<file path="config.mk">
export PLATFORM = sky130hd
export DESIGN_NAME = idb_data_buffer
export DESIGN_NICKNAME = d
export VERILOG_FILES = /design/src/idb_pkg.sv /design/src/idb_sync.sv /design/src/idb_addr_cmp.sv /design/src/idb_data_buffer.sv
export SDC_FILE = /design/constraint.sdc
export NUM_CORES = 1
export LEC_CHECK = 0
export BUFFER_PORTS_ARGS = -buffer_cell sky130_fd_sc_hd__buf_2
export CAP_MARGIN = 40
export CORE_MARGIN = 3
export CORE_UTILIZATION = 51
export CTS_CLUSTER_DIAMETER = 150
export DETAILED_ROUTE_END_ITERATION = 6
export PLACE_DENSITY = 0.74
export SLEW_MARGIN = 40
export SYNTH_ARGS = -nofsm -noshare
export SYNTH_HDL_FRONTEND = slang
export SYNTH_SLANG_ARGS = --single-unit
</file>
<file path="constraint.sdc">
create_clock -name clk_i -period 7.8 [get_ports clk_i]
set_input_delay 0.78 -clock clk_i [delete_from_list [all_inputs] [get_ports clk_i]]
set_output_delay 0.78 -clock clk_i [all_outputs]
set_load 0.01 [all_outputs]
</file>
<file path="src/idb_pkg.sv">
// idb_pkg: offsets, field positions, reset values and enums shared
// by the serial data buffer block and its helpers.
// assumes a byte-addressed classic wishbone register bus.
package idb_pkg;

    ////////////////////////////////////////////////////////////////////
    // register byte offsets; pairs share an address, enable picks one
    localparam logic [7:0] OFS_DATA = 8'h00;
    localparam logic [7:0] OFS_FMT = 8'h04;
    localparam logic [7:0] OFS_CTL = 8'h08;
    localparam logic [7:0] OFS_STAT = 8'h0c;

    ////////////////////////////////////////////////////////////////////
    // control register bits
    localparam int unsigned CTL_EN_BIT = 0;
    localparam int unsigned CTL_TRS_BIT = 1;
    localparam int unsigned CTL_MST_BIT = 2;
    localparam int unsigned CTL_W = 3;

    // status register bits
    localparam int unsigned ST_TXE_BIT = 0;
    localparam int unsigned ST_RXF_BIT = 1;
    localparam int unsigned ST_AAS_BIT = 2;
    localparam int unsigned ST_BUSY_BIT = 3;
    localparam int unsigned ST_GC_BIT = 4;

    // format/rate register and slave address fields
    localparam int unsigned FMT_ORDER_BIT = 7;
    localparam int unsigned FMT_BC_MSB = 2;
    localparam int unsigned SA_FMT_BIT = 0;
    localparam int unsigned SA_ADDR_LSB = 1;
    localparam int unsigned SA_ADDR_MSB = 7;

    ////////////////////////////////////////////////////////////////////
    // reset values
    localparam logic [7:0] SAR_RST = 8'h00;
    localparam logic [7:0] SECONDARY_SLAVE_ADDRESS_RST = 8'h01;
    localparam logic [7:0] FMT_RST = 8'h00;
    localparam logic [7:0] DATA_RST = 8'h00;
    localparam logic [2:0] CTL_RST = 3'h0;

    // frame figures
    localparam logic [6:0] GEN_CALL_ADDR = 7'h00;
    localparam logic [3:0] FULL_FRAME = 4'h8;
    localparam logic [2:0] BC_FULL = 3'h0;

    ////////////////////////////////////////////////////////////////////
    typedef enum logic {
        IDB_IDLE,
        IDB_BUSY
    } idb_phase_t;

endpackage

</file>
<file path="src/idb_sync.sv">
// idb_sync: two-flop synchroniser for one pin input.
// assumes d_i is asynchronous to clk_i; only q_o may be read.
`timescale 1ns/10ps
module idb_sync
    import idb_pkg::*;
#(
    parameter logic RST_VAL = 1'b1
) (
    // clock and reset
    input wire logic clk_i,
    input wire logic rst_i,
    // pin side
    input wire logic d_i,
    // synchronised level
    output logic q_o
);

    typedef struct packed {
        logic s1;
        logic s2;
    } idb_sync_t;

    idb_sync_t q, d;

    always_comb begin
        d.s1 = d_i;
        d.s2 = q.s1;
    end

    // idle bus is high, so reset to the released level
    always_ff @(posedge clk_i) begin
        if (rst_i) begin
            q <= {RST_VAL, RST_VAL};
        end else begin
            q <= d;
        end
    end

    assign q_o = q.s2;

endmodule

</file>
<file path="src/idb_addr_cmp.sv">
// idb_addr_cmp: compares one slave address register with the
// first received frame.
// assumes frame_i holds address in bits 7..1, direction in bit 0.
`timescale 1ns/10ps
module idb_addr_cmp
    import idb_pkg::*;
(
    // address register and its enable
    input wire logic [7:0] addr_reg_i,
    input wire logic en_i,
    // received frame
    input wire logic [7:0] frame_i,
    // result
    output logic hit_o
);

    always_comb begin
        hit_o = en_i && (addr_reg_i[SA_ADDR_MSB:SA_ADDR_LSB] ==
                         frame_i[SA_ADDR_MSB:SA_ADDR_LSB]);
    end

endmodule

</file>
<file path="src/idb_data_buffer.sv">
// idb_data_buffer: byte data path and slave address recognition of
// one two-wire serial channel, with a wishbone register slave.
// assumes scl/sda pins are open-drain; clock generation, waits and
// arbitration live elsewhere; scl_i is slow against clk_i.
//
// Summary of operation
// [RULE_01] data register is a shifter plus receive and transmit buffers
// [RULE_02] master transmit: start condition discards earlier transmit data
// [RULE_03] software writes transmit data after start or address match
// [RULE_04] write transmit buffer only when empty; write clears empty flag
// [RULE_05] empty shifter loads transmit buffer and sets empty flag
// [RULE_06] busy shifter leaves new transmit data waiting in buffer
// [RULE_07] receive mode never loads shifter from transmit buffer
// [RULE_08] finished reception copies shifter to receive buffer, sets full
// [RULE_09] read received data only when full; read clears full flag
// [RULE_10] unread receive buffer keeps new data waiting in shifter
// [RULE_11] transmit mode never copies shifter into receive buffer
// [RULE_12] short transmit frames: justify by bit order select
// [RULE_13] short receive frames: low end msb-first, high end lsb-first
// [RULE_14] data register reachable only while interface enabled
// [RULE_15] primary address matches first frame when its format bit is 0
// [RULE_16] secondary address matches first frame when its format bit is 0
// [RULE_17] slave address registers reachable only while interface disabled
// [RULE_18] two format bits pick addresses, general call or synchronous
// [RULE_19] keep primary format bit 0 to recognise general call
// [RULE_20] synchronous format: no address, no acknowledge, master only; here it also frames with the master bit at 0
// [RULE_21] address in bits 7..1, format bit 0; secondary format resets 1
// [RULE_22] enable bit selects data or secondary, format or primary
//
// Design decisions made here: the register addresses and register access over Wishbone.
`timescale 1ns/10ps
module idb_data_buffer
    import idb_pkg::*;
(
    // clock and reset
    input wire logic clk_i,
    input wire logic rst_i,
    // wishbone slave
    input wire logic cyc_i,
    input wire logic stb_i,
    input wire logic we_i,
    input wire logic [7:0] adr_i,
    input wire logic [3:0] sel_i,
    input wire logic [31:0] dat_i,
    output logic [31:0] dat_o,
    output logic ack_o,
    // two-wire link
    input wire logic scl_i,
    input wire logic sda_i,
    output logic sda_o,
    output logic sda_oe_o
);

    typedef struct packed {
        logic scl_d;
        logic sda_d;
        idb_phase_t phase;
        logic [3:0] cnt;
        logic first;
        logic addressed;
        logic gcall;
        logic [7:0] sh;
        logic sh_full;
        logic [7:0] txb;
        logic tx_empty;
        logic [7:0] rxb;
        logic rx_full;
        logic [7:0] primary_slave_address;
        logic [7:0] secondary_slave_address;
        logic [7:0] fmt;
        logic [CTL_W-1:0] ctl;
        logic ack;
        logic [7:0] dat;
        logic sda_oe;
    } idb_state_t;

    idb_state_t q, d;

    logic scl_s, sda_s;
    logic hit_pri, hit_sec;
    logic sync_fmt, i2c_fmt, en, transmit_mode_bit, mst, order_lsb;
    logic start_c, stop_c, rise_c, fall_c, active_c;
    logic req_c, wr_c, rd_c, gc_hit;
    logic [3:0] nbits_c, total_c, cnt_inc;
    logic [7:0] stat_c;

    ////////////////////////////////////////////////////////////////////
    // pin synchronisers
    idb_sync #(.RST_VAL(1'b1)) u_sync_scl (
        .clk_i(clk_i),
        .rst_i(rst_i),
        .d_i(scl_i),
        .q_o(scl_s)
    );

    idb_sync #(.RST_VAL(1'b1)) u_sync_sda (
        .clk_i(clk_i),
        .rst_i(rst_i),
        .d_i(sda_i),
        .q_o(sda_s)
    );

    ////////////////////////////////////////////////////////////////////
    // address recognition, gated by the format bits
    idb_addr_cmp u_cmp_pri (
        .addr_reg_i(q.primary_slave_address),
        .en_i(!q.primary_slave_address[SA_FMT_BIT]), // RULE_15
        .frame_i(q.sh),
        .hit_o(hit_pri)
    );

    idb_addr_cmp u_cmp_sec (
        .addr_reg_i(q.secondary_slave_address),
        .en_i(!q.secondary_slave_address[SA_FMT_BIT]), // RULE_16
        .frame_i(q.sh),
        .hit_o(hit_sec)
    );

    ////////////////////////////////////////////////////////////////////
    always_comb begin
        sync_fmt = q.primary_slave_address[SA_FMT_BIT] && q.secondary_slave_address[SA_FMT_BIT]; // RULE_18
        i2c_fmt = !sync_fmt;
        // general call only while primary format bit is 0
        gc_hit = !q.primary_slave_address[SA_FMT_BIT] &&
                 (q.sh[SA_ADDR_MSB:SA_ADDR_LSB] == GEN_CALL_ADDR); // RULE_18
        en = q.ctl[CTL_EN_BIT];
        transmit_mode_bit = q.ctl[CTL_TRS_BIT];
        mst = q.ctl[CTL_MST_BIT];
        order_lsb = q.fmt[FMT_ORDER_BIT];
        nbits_c = (q.fmt[FMT_BC_MSB:0] == BC_FULL) ? FULL_FRAME :
                  {1'b0, q.fmt[FMT_BC_MSB:0]};
        // acknowledge slot only in the addressing format
        total_c = nbits_c + {3'h0, i2c_fmt}; // RULE_20
        cnt_inc = q.cnt + 4'h1;
        rise_c = scl_s && !q.scl_d;
        fall_c = !scl_s && q.scl_d;
        start_c = i2c_fmt && scl_s && q.scl_d && q.sda_d && !sda_s;
        stop_c = i2c_fmt && scl_s && q.scl_d && !q.sda_d && sda_s;
        // synchronous format has no start, so it is always framing
        active_c = (q.phase == IDB_BUSY) || sync_fmt;
        req_c = cyc_i && stb_i;
        wr_c = req_c && q.ack && we_i && sel_i[0];
        rd_c = req_c && q.ack && !we_i;
        stat_c = 8'h00;
        stat_c[ST_TXE_BIT] = q.tx_empty;
        stat_c[ST_RXF_BIT] = q.rx_full;
        stat_c[ST_AAS_BIT] = q.addressed;
        stat_c[ST_BUSY_BIT] = (q.phase == IDB_BUSY);
        stat_c[ST_GC_BIT] = q.gcall;
    end

    ////////////////////////////////////////////////////////////////////
    // next state
    always_comb begin
        d = q;
        d.scl_d = scl_s;
        d.sda_d = sda_s;

        // bus: data latched at the first cycle, act when ack is seen
        d.ack = req_c && !q.ack;
        if (req_c && !q.ack) begin
            case (adr_i)
                OFS_DATA: d.dat = en ? q.rxb : q.secondary_slave_address; // RULE_22
                OFS_FMT: d.dat = en ? q.fmt : q.primary_slave_address; // RULE_22
                OFS_CTL: d.dat = {5'h00, q.ctl};
                OFS_STAT: d.dat = stat_c;
                default: d.dat = 8'h00;
            endcase
        end
        if (wr_c) begin
            case (adr_i)
                OFS_DATA: begin
                    if (!en) begin
                        d.secondary_slave_address = dat_i[7:0]; // RULE_17
                    end else if (transmit_mode_bit) begin
                        d.txb = dat_i[7:0]; // RULE_14
                        d.tx_empty = 1'b0; // RULE_04
                    end
                end
                OFS_FMT: begin
                    if (en) begin
                        d.fmt = dat_i[7:0];
                    end else begin
                        d.primary_slave_address = dat_i[7:0]; // RULE_17
                    end
                end
                OFS_CTL: d.ctl = dat_i[CTL_W-1:0];
                default: d.ctl = q.ctl;
            endcase
        end
        // reading the data register frees the receive buffer
        if (rd_c && adr_i == OFS_DATA && en) begin
            d.rx_full = 1'b0; // RULE_09
        end

        // pending reception moves on once the buffer is free
        if (!transmit_mode_bit && q.sh_full && !q.rx_full) begin
            d.rxb = q.sh; // RULE_08
            d.rx_full = 1'b1; // RULE_10
            d.sh_full = 1'b0;
        end
        // a busy shifter leaves the written byte in the buffer
        if (transmit_mode_bit && !q.tx_empty && !q.sh_full && !start_c) begin // RULE_07
            d.sh = q.txb; // RULE_05
            d.sh_full = 1'b1; // RULE_06
            d.tx_empty = 1'b1; // RULE_01
        end

        // link engine
        if (start_c) begin
            d.phase = IDB_BUSY;
            d.cnt = 4'h0;
            d.first = 1'b1;
            d.addressed = 1'b0;
            d.gcall = 1'b0;
            d.sda_oe = 1'b0;
            if (!mst) begin
                d.ctl[CTL_TRS_BIT] = 1'b0;
            end else if (transmit_mode_bit) begin
                // stale bytes from before the start are dropped
                d.tx_empty = 1'b1; // RULE_02
                d.sh_full = 1'b0; // RULE_02
            end
        end else if (stop_c) begin
            d.phase = IDB_IDLE;
            d.cnt = 4'h0;
            d.first = 1'b0;
            d.addressed = 1'b0;
            d.sda_oe = 1'b0;
        end else if (active_c && rise_c && q.cnt < total_c) begin
            if (q.cnt < nbits_c && !transmit_mode_bit) begin
                // shift direction leaves short frames justified
                if (order_lsb) begin
                    d.sh = {sda_s, q.sh[7:1]}; // RULE_13
                end else begin
                    d.sh = {q.sh[6:0], sda_s}; // RULE_13
                end
            end
            d.cnt = cnt_inc;
            if (cnt_inc == total_c) begin
                d.cnt = 4'h0;
                d.first = 1'b0;
                if (transmit_mode_bit) begin
                    // a byte loaded in this very cycle survives the end
                    d.sh_full = d.sh_full && !q.sh_full; // RULE_05
                end else if (q.addressed || mst || sync_fmt) begin
                    d.sh_full = 1'b1; // RULE_11
                end
            end
        end else if (active_c && fall_c) begin
            d.sda_oe = 1'b0;
            if (transmit_mode_bit && q.sh_full && q.cnt < nbits_c) begin
                if (order_lsb) begin
                    d.sda_oe = !q.sh[0]; // RULE_12
                    d.sh = {1'b0, q.sh[7:1]};
                end else begin
                    d.sda_oe = !q.sh[7]; // RULE_12
                    d.sh = {q.sh[6:0], 1'b0};
                end
            end else if (i2c_fmt && q.cnt == nbits_c) begin
                if (q.first && !mst) begin
                    // address frame: answer and take the direction
                    d.addressed = hit_pri || hit_sec || gc_hit; // RULE_15
                    d.gcall = gc_hit;
                    d.sda_oe = hit_pri || hit_sec || gc_hit; // RULE_16
                    d.ctl[CTL_TRS_BIT] = (hit_pri || hit_sec) &&
                                         q.sh[0]; // RULE_03
                end else if (!transmit_mode_bit && (q.addressed || mst)) begin
                    d.sda_oe = 1'b1;
                end
            end
        end
    end

    ////////////////////////////////////////////////////////////////////
    // data register contents are undefined; cleared for a clean start
    always_ff @(posedge clk_i) begin
        if (rst_i) begin
            q.scl_d <= 1'b1;
            q.sda_d <= 1'b1;
            q.phase <= IDB_IDLE;
            q.cnt <= 4'h0;
            q.first <= 1'b0;
            q.addressed <= 1'b0;
            q.gcall <= 1'b0;
            q.sh <= DATA_RST;
            q.sh_full <= 1'b0;
            q.txb <= DATA_RST;
            q.tx_empty <= 1'b1;
            q.rxb <= DATA_RST;
            q.rx_full <= 1'b0;
            q.primary_slave_address <= SAR_RST; // RULE_21
            q.secondary_slave_address <= SECONDARY_SLAVE_ADDRESS_RST; // RULE_21
            q.fmt <= FMT_RST;
            q.ctl <= CTL_RST;
            q.ack <= 1'b0;
            q.dat <= 8'h00;
            q.sda_oe <= 1'b0;
        end else begin
            q <= d;
        end
    end

    assign dat_o = {24'h000000, q.dat};
    assign ack_o = q.ack;
    assign sda_o = 1'b0;
    assign sda_oe_o = q.sda_oe;
endmodule

</file>
* Word-level counts from Yosys, hierarchy flattened *
Index checks and enable logic that the tools add are counted.

operators by class
  $add $sub $neg = 2
  order comparisons = 2
  equal/unequal tests = 7
  multiplexer cells = 55
  bitwise logic cells = 4
  reductions and logical operators = 76

operators with widths
  cell                count
  $mux 8              9
  $logic_and 1x1->1   36
  $mux 1              32
  $pmux 8 s4          1
  $mux 10             2
  $logic_not 1->1     17
  $eq 8x4->1 const B  2
  $eq 7x7->1          2
  $mux 2              6
  $mux 5              2
  $mux 9              1
  $reduce_and 3->1    3
  $eq 4x4->1          2
  $eq 8x3->1 const B  1
  $logic_not 8->1     1
  $lt 4x4->1          2
  $logic_not 7->1     1
  $mux 6              1
  $reduce_and 2->1    3
  $reduce_and 6->1    1
  $reduce_bool 3->1   2
  $logic_or 1x1->1    5
  $reduce_and 5->1    1
  $add 4x1->4         1
  other kinds (8)     12

word-level totals
  bits in registers = 78
  input bits = 51
  logic and storage cells = 171

* Depth between registers and ports, before layout *
Gate-level depths: netlist of run 1.

  depth in word-level cells = 15
  mapped depth = 10

* Hierarchy *
Synthesis of run 1 repeated with hierarchy kept, for this count alone.

unflattened totals
  cell total of the unflattened synthesis = 465
  area total of the unflattened synthesis = 4321.6 µm²

by module, submodules not included
  module           times used  cells an instance  area each (µm²)  seq. area each (µm²)
  idb_data_buffer  1           437                4061.4           1481.4
  idb_addr_cmp     2           10                 77.6             0.0
  idb_sync         2           4                  52.6             40.0

* Least setup slack after synthesis of run 1 *
No wires, ideal clock.

  path kind = register to register
  start = register q[13] in the netlist's numbering
  end = register q[56] in the netlist's numbering
  library setup time = 80 ps
  data arrival time = 2572 ps
  path slack = 5148 ps
  cell stages (with the launch flop) = 10
  path buffers = 0
  period minus slack after synthesis = 2652 ps
  cell sequence = dfxtp_1 -> a21boi_0 -> ha_1 -> xnor2_1 -> ha_1 -> o21ai_0 -> a21oi_1 -> nor4b_1 -> or4b_2 -> o211ai_1

between the ends
  cells in the longest elaborated chain, start to end = 9
  elaborated cells between the ends (all ways) = 14

RTL lines
  item                                                 RTL line                text
  start: declaration                                   idb_data_buffer.sv:77   idb_state_t q, d;
  $logic_not 3->1                                      idb_data_buffer.sv:130  nbits_c = (q.fmt[FMT_BC_MSB:0] == BC_FULL) ? FULL_FRAME :
  $mux 4 (*)                                           idb_data_buffer.sv:130
  branches (longest 4 deep; another with $add 4x1->4)  -
  $mux 8 (*)                                           idb_data_buffer.sv:230  end else if (active_c && rise_c && q.cnt < total_c) begin
  $mux 10 (*)                                          idb_data_buffer.sv:224  end else if (stop_c) begin
  $mux 8 (*)                                           idb_data_buffer.sv:210  if (start_c) begin

Every way passes the cells marked *.
A chain may end at the register's enable or synchronous reset.

* Final worst setup path of run 1 *
  start = register q[29] in the netlist's numbering
  end = register q[62] in the netlist's numbering

between the ends
  cells in the longest elaborated chain, start to end = 14
  elaborated cells between the ends (all ways) = 23

RTL lines
  item                                                  RTL line                text
  $logic_and 1x1->1 (*)                                 idb_data_buffer.sv:121  sync_fmt = q.primary_slave_address[SA_FMT_BIT] && q.secondary_slave_address[SA_FMT_BIT];
  branches (longest 12 deep; another with $add 4x1->4)  -
  $mux 8 (*)                                            idb_data_buffer.sv:210

Marked as above.

==> results.yml, run 1 <==
drt:
  antenna_left: 0
  wl_per_cell_um: 16.5
  num_vias: 3610
  drc_errors: 0
  drt-total-wl_um: 10200
  dr.pass1.iters: 5
  via_per_inst: 5.82
  drt_iter0_drc: 188
clocking:
  cts_buffers: 9
  ctsResizeCount: 0
  hold_buffers: 0
  clkTransAtPathRegs_ns: 0.08
  cts_root_buf: "clkbuf_8"
  htree_levels: 3
  insertion_delay_ns: 0.36
  cts_sinks: 78
  cts_setup_buffers: 0
  clockBufferDepth: 2
  cts_tree: "yes"
hold_path:
  hold_depth: 1
  min_path_type: "reg2reg"
die:
  io-pin-count: 86
  initial_core_util_pct: 52.8
  num_rows: 33
  die_x_um: 98.7
  core-area_um2: 8300
  die_h_um: 98.7
  die_area_um2: 9740
critical_path:
  cpMostUsedCell: "ha_1"
  critPathRequiredTime_ns: 8.06
  worstPathArrival_ns: 3.52
  crit_path_max_incr_delay_ns: 0.60
  crit_path_top_delay_cell: "o32ai_2"
  critPathKind: "reg2reg"
  end_kind: "register"
  cp_num_buf_inv: 0
  crit_family: "compound AO/OA/AOI/OAI gates"
  crit_cells: 9
  path_max_fanout: 9
  ff2ff_path_depth: 9
  path_cells: "a21boi_0 -> ha_1 -> xnor2_1 -> ha_1 -> o21ai_0 -> a21oi_1 -> o32ai_2 -> nand2_1 -> a211oi_1"
  start_kind: "register"
synth:
  syn_inst: 502
  netlist_top_cells_count: "78 x dfxtp_1, 59 x nor2_1, 54 x mux2i_1, 34 x buf_4, 31 x nand2_1"
  ys.flop_type: "dfxtp_1"
  postSynthAreaPerCell_um2: 8.73
  synth_top_area_share_pct: 35.6
  yosys_warnings: 0
  synth.most_common_cell: "dfxtp_1"
  netlist_area_um2: 4380
  ys_types: 61
  synth-edff-count: 0
  yosys.area.top_type: "dfxtp_1"
  synthArstFlopShare_pct: 0
  yosys-top-cells-area: "dfxtp_1 36%, mux2i_1 12%, buf_4 5.8%"
  synth-seq-area-share_pct: 35.6
  ys_ff_latch: 78
placed_design:
  dp_hpwl_um: 7320
  gp_congestion: 0.835
  place_area_um2: 4430
  io_buffers: 33
sta:
  tns_ns: 0
  slew_headroom_pct: 50.3
  fmax_ghz: 0.307
  rsz0062_at_grt: "no"
  hold_viol: 0
  period_share_pct: 41.8
  period_needed_ns: 3.26
  skew_ns: 0.0108
  drv_slew: 0
  final-setup-viol-count: 0
  worst_pin_slew_ns: 0.744
  hold_slack_ns: 0.406
grt:
  grt_usage_pct: 21.4
  grt_start_max_net_pins: 69
  first_global_vias: 3382
  grt_antenna_before_repair: 0
  grt_first_pass_wirelength_um: 16900
  overflow: 0
cells_and_area:
  antenna_cells: 0
  fillers: 736
  area_delta_synth_final_pct: 6.31
  multiInputGateArea_um2: 2520
  finalInstanceArea_um2: 4660
  drive_gt1_share_pct: 16.3
  final_nets: 570
  seqCellArea_um2: 1560
run:
  cap_violations: 0
power:
  power_density_nw_per_um2: 169
  p_total_mw: 0.787
  p_leak_nw: 1.93
  vdd_drop_max_uv: 108
outcome:
  status: "completed"
layout by cell type, fill, tap and decap left out, types with 8 or more instances in the layout:
| cell type | count |
|---|---|
| nor2_1 | 59 |
| inv_1 | 10 |
| or2_2 | 8 |
| nor3_1 | 16 |
| mux2_2 | 10 |
| dfxtp_1 | 77 |
| conb_1 | 25 |
| xnor2_1 | 19 |
| nand3_1 | 18 |
| a211oi_1 | 9 |
| o21ai_0 | 13 |
| ha_1 | 9 |
| a21oi_1 | 22 |
| mux2i_1 | 54 |
| nand2_1 | 31 |
| buf_2 | 33 |
| clkbuf_8 | 9 |
registers in the layout (all words and copies together), names as in the netlist:
name	cells
u_sync_scl.d	1
q	61
en	1
u_sync_sda.q_o	1
order_lsb	1
mst	1
dat_o	8
u_sync_sda.d	1
sda_oe_o	1
ack_o	1
u_sync_scl.q_o	1
stage by stage:
stage / util, % / cells / worst slack [ns]
3_3_place_gp: 53.3 / 604 / 4.78
5_1_grt: 56.1 / 620 / 4.26
4_1_cts: 56.1 / 620 / 4.62
2_1_floorplan: - / 526 / 5.15
6_report: 56.1 / 620 / 4.54
3_5_place_dp: 53.4 / 604 / 4.63
area by class of cell:
| type | instances | share of cell area (%) |
|---|---|---|
| repair buffers | 36 | 4.03 |
| multi-input cells | 375 | 54.1 |
| clock buffers | 9 | 2.66 |
| well taps | 105 | 2.82 |
| clock inverters | 7 | 2.07 |
| flip-flops and latches | 78 | 33.5 |
| inverters | 10 | 0.806 |
path summary, 6_finish.rpt:
path / startpoint / end / slack (ns)
max: q[29] / q[62] / 4.54
min: u_sync_sda.d[0] / u_sync_sda.q_o / 0.41
max reg2reg: q[29] / q[62] / 4.54
min reg2reg: u_sync_sda.d[0] / u_sync_sda.q_o / 0.41
power by group:
group          switching [mW]  leakage [nW]  total [mW]  internal (mW)
combinational          0.0308          1.19      0.0444         0.0135
sequential            0.00256         0.631       0.404          0.402
clock                   0.157         0.114       0.338          0.181
layer usage:
layer | wire length [um] | share of wire [%] | GRT usage, % | vias to the layer above
met5 | 0 | 0 | 0 | -
met4 | 174 | 1.7 | 7.46 | 0
met3 | 556 | 5.4 | 4.10 | 15
met2 | 4840 | 47 | 34.0 | 100
met1 | 4680 | 46 | 29.2 | 1751
li1 | - | - | - | 1744
worst register-to-register path, delay by kind of cell (launching register included):
family | cells | cell delay, ns
DFF | 1 | 0.58
AOI/OAI and AO/OA | 5 | 1.48
xor gates and xnor gates | 1 | 0.22
and+or+nand+nor | 1 | 0.36
adders and majority gates | 2 | 0.52
cells by family (layout without fill, tap and decap cells):
group,count (synthesis),count (layout),synth area share [%]
multiplexers,64,64,14.9
AO/OA/AOI/OAI,74,74,11.4
other,1,25,0.0856
buffers and inverters,73,62,9.48
flip-flops,78,78,35.6
AND/OR/NAND/NOR,178,178,21.0
XOR/XNOR,25,25,5.00
adder cells (fa/ha/maj),9,9,2.57
Note: power is estimated with default switching activity, not from simulation.
==> run 2: changes to the inputs <==
Clock period 7.8 ns to 3.4 ns, I/O delays scaled along.
==> run 2 against run 1 <==
  * Utilization rose by 0.24 points
  * Cell count grew 1.3%
  * Hold slack got worse by 0.24 ns
  * Final area increased by 0.43%
  * Highest routed layer unchanged
  * Clock power grew 100%
  * Power up 120%
  * Sequential cell count stayed put
  * Die area stayed put
  * Largest cell class unchanged
  * Global-route usage decreased by 0.36 points
==> results.yml, run 2 (same netlist as run 1, synthesis figures left out) <==
outcome:
  status: "completed"
placed_design:
  io_buffers: 33
  gp_congestion: 0.853
  dp_hpwl_um: 7290
drt:
  num_vias: 3566
  drt_iter0_drc: 247
  drc_errors: 0
  via_per_inst: 5.68
  wl_per_cell_um: 15.9
  antenna_left: 0
  dr.pass1.iters: 5
  drt-total-wl_um: 9990
cells_and_area:
  final_nets: 579
  largest_register_ffs: 61
  multiInputGateArea_um2: 2500
  antenna_cells: 0
  layout_common_cells: "77 x dfxtp_1, 59 x nor2_1, 54 x mux2i_1"
  drive_gt1_share_pct: 17.4
  fillers: 750
  final_common_cell: "dfxtp_1"
  regMostFlops: "q"
  seqCellArea_um2: 1560
  area_delta_synth_final_pct: 6.77
grt:
  grt_antenna_before_repair: 0
  grt_usage_pct: 21.0
  grt_first_pass_wirelength_um: 16600
  first_global_vias: 3369
  overflow: 0
  grt_start_max_net_pins: 68
die:
  io-pin-count: 86
  initial_core_util_pct: 52.8
  num_rows: 33
  die_area_um2: 9740
  die_x_um: 98.7
  core-area_um2: 8300
  die_h_um: 98.7
clocking:
  cts_root_buf: "clkbuf_8"
  cts_tree: "yes"
  htree_levels: 3
  cts_sinks: 78
  ctsResizeCount: 0
  hold_buffers: 0
  insertion_delay_ns: 0.35
  cts_buffers: 9
  clkTransAtPathRegs_ns: 0.08
  cts_setup_buffers: 0
  clockBufferDepth: 2
critical_path:
  critPathKind: "reg2reg"
  end_kind: "register"
  worstPathArrival_ns: 3.14
  crit_path_top_delay_cell: "or4b_2"
  ff2ff_path_depth: 9
  crit_path_max_incr_delay_ns: 0.63
  timing.rr.start: "q[13]"
  path_max_fanout: 4
  crit_family: "simple AND/OR/NAND/NOR gates"
  crit_cells: 9
  path_cells: "a21boi_0 -> ha_1 -> xnor2_1 -> ha_1 -> o21ai_0 -> a21oi_1 -> nor4b_1 -> or4b_2 -> o211ai_1"
  r2r_end: "q[56]"
  endpoint: "q[56]"
  critPathRequiredTime_ns: 3.67
  start_kind: "register"
  reg2reg_slack_ns: 0.53
  critPathLaunch: "q[13]"
  cp_num_buf_inv: 0
  cpMostUsedCell: "ha_1"
sta:
  skew_ns: 0.0102
  hold_slack_ns: 0.164
  rsz0062_at_grt: "no"
  period_needed_ns: 2.87
  final-setup-viol-count: 0
  tns_ns: 0
  slew_headroom_pct: 55.0
  worst_pin_slew_ns: 0.676
  period_share_pct: 84.4
  hold_viol: 0
  fmax_ghz: 0.349
  drv_slew: 0
power:
  vdd_drop_max_uv: 156
  p_leak_nw: 1.96
  power_density_nw_per_um2: 365
run:
  cap_violations: 0
hold_path:
  min_path_type: "in2reg"
==> run 2: changes by cell type in the layout (fill, tap and decap cells not counted), sizes merged <==
| cell | previous run | this run |
|---|---|---|
| buf | 36 | 45 |
| clkbuf | 9 | 11 |
| clkinv | 4 | 2 |
| bufinv | 2 | 1 |
| clkinvlp | 0 | 1 |
| inv | 11 | 10 |
==> run 2: where the power goes <==
part           internal [mW]  switching, mW
Clock                  0.353          0.327
Sequential             0.922        0.00608
Combinational         0.0309         0.0690
==> run 2: cell type report <==
type,instances,share of cell area (%)
well taps,105,2.81
clock inverters,4,1.02
clock buffers,11,3.02
inverters,10,0.802
multi-input cells,375,53.5
repair buffers,45,5.45
flip-flops and latches,78,33.4
==> run 2: worst min-delay path by stage <==
| stage | end | from | depth (start not counted) | slack, ns |
|---|---|---|---|---|
| 5_1_grt | u_sync_sda.d[0] | sda_i | 2 | 0.17 |
| 4_1_cts | u_sync_sda.d[0] | sda_i | 2 | 0.16 |
| 2_1_floorplan | u_sync_scl.q_o | u_sync_scl.d[0] | 1 | 0.39 |
| 3_3_place_gp | u_sync_scl.q_o | u_sync_scl.d[0] | 1 | 0.39 |
| 3_5_place_dp | u_sync_sda.q_o | u_sync_sda.d[0] | 1 | 0.40 |
| 6_report | u_sync_sda.d[0] | sda_i | 2 | 0.16 |
==> run 2: through the flow <==
stage | setup slack (ns) | std cells | power (mW) | cell area (um^2) | util (%)
2_1_floorplan | 0.748 | 526 | 1.04 | 4470 | -
3_3_place_gp | 0.598 | 613 | 1.05 | 4490 | 54.1
3_5_place_dp | 0.591 | 613 | 1.05 | 4490 | 54.1
4_1_cts | 0.550 | 628 | 1.72 | 4680 | 56.4
5_1_grt | 0.347 | 628 | 1.76 | 4680 | 56.4
6_report | 0.532 | 628 | 1.71 | 4680 | 56.4
==> run 2: layer usage <==
metal	vias to the layer above	wire (um)	share of wire, %	track usage, %
li1	1748	-	-	-
met1	1685	4530	45	29.3
met4	0	103	1.0	4.83
met2	121	4800	48	33.7
met5	-	0	0	0
met3	12	558	5.6	4.25
==> run 2: worst reg2reg max path: stages (launching register included) <==
cell,delay (ns)
dfxtp_1,0.34
a21boi_0,0.36
ha_1,0.24
xnor2_1,0.16
ha_1,0.27
o21ai_0,0.15
a21oi_1,0.12
nor4b_1,0.44
or4b_2,0.63
o211ai_1,0.10
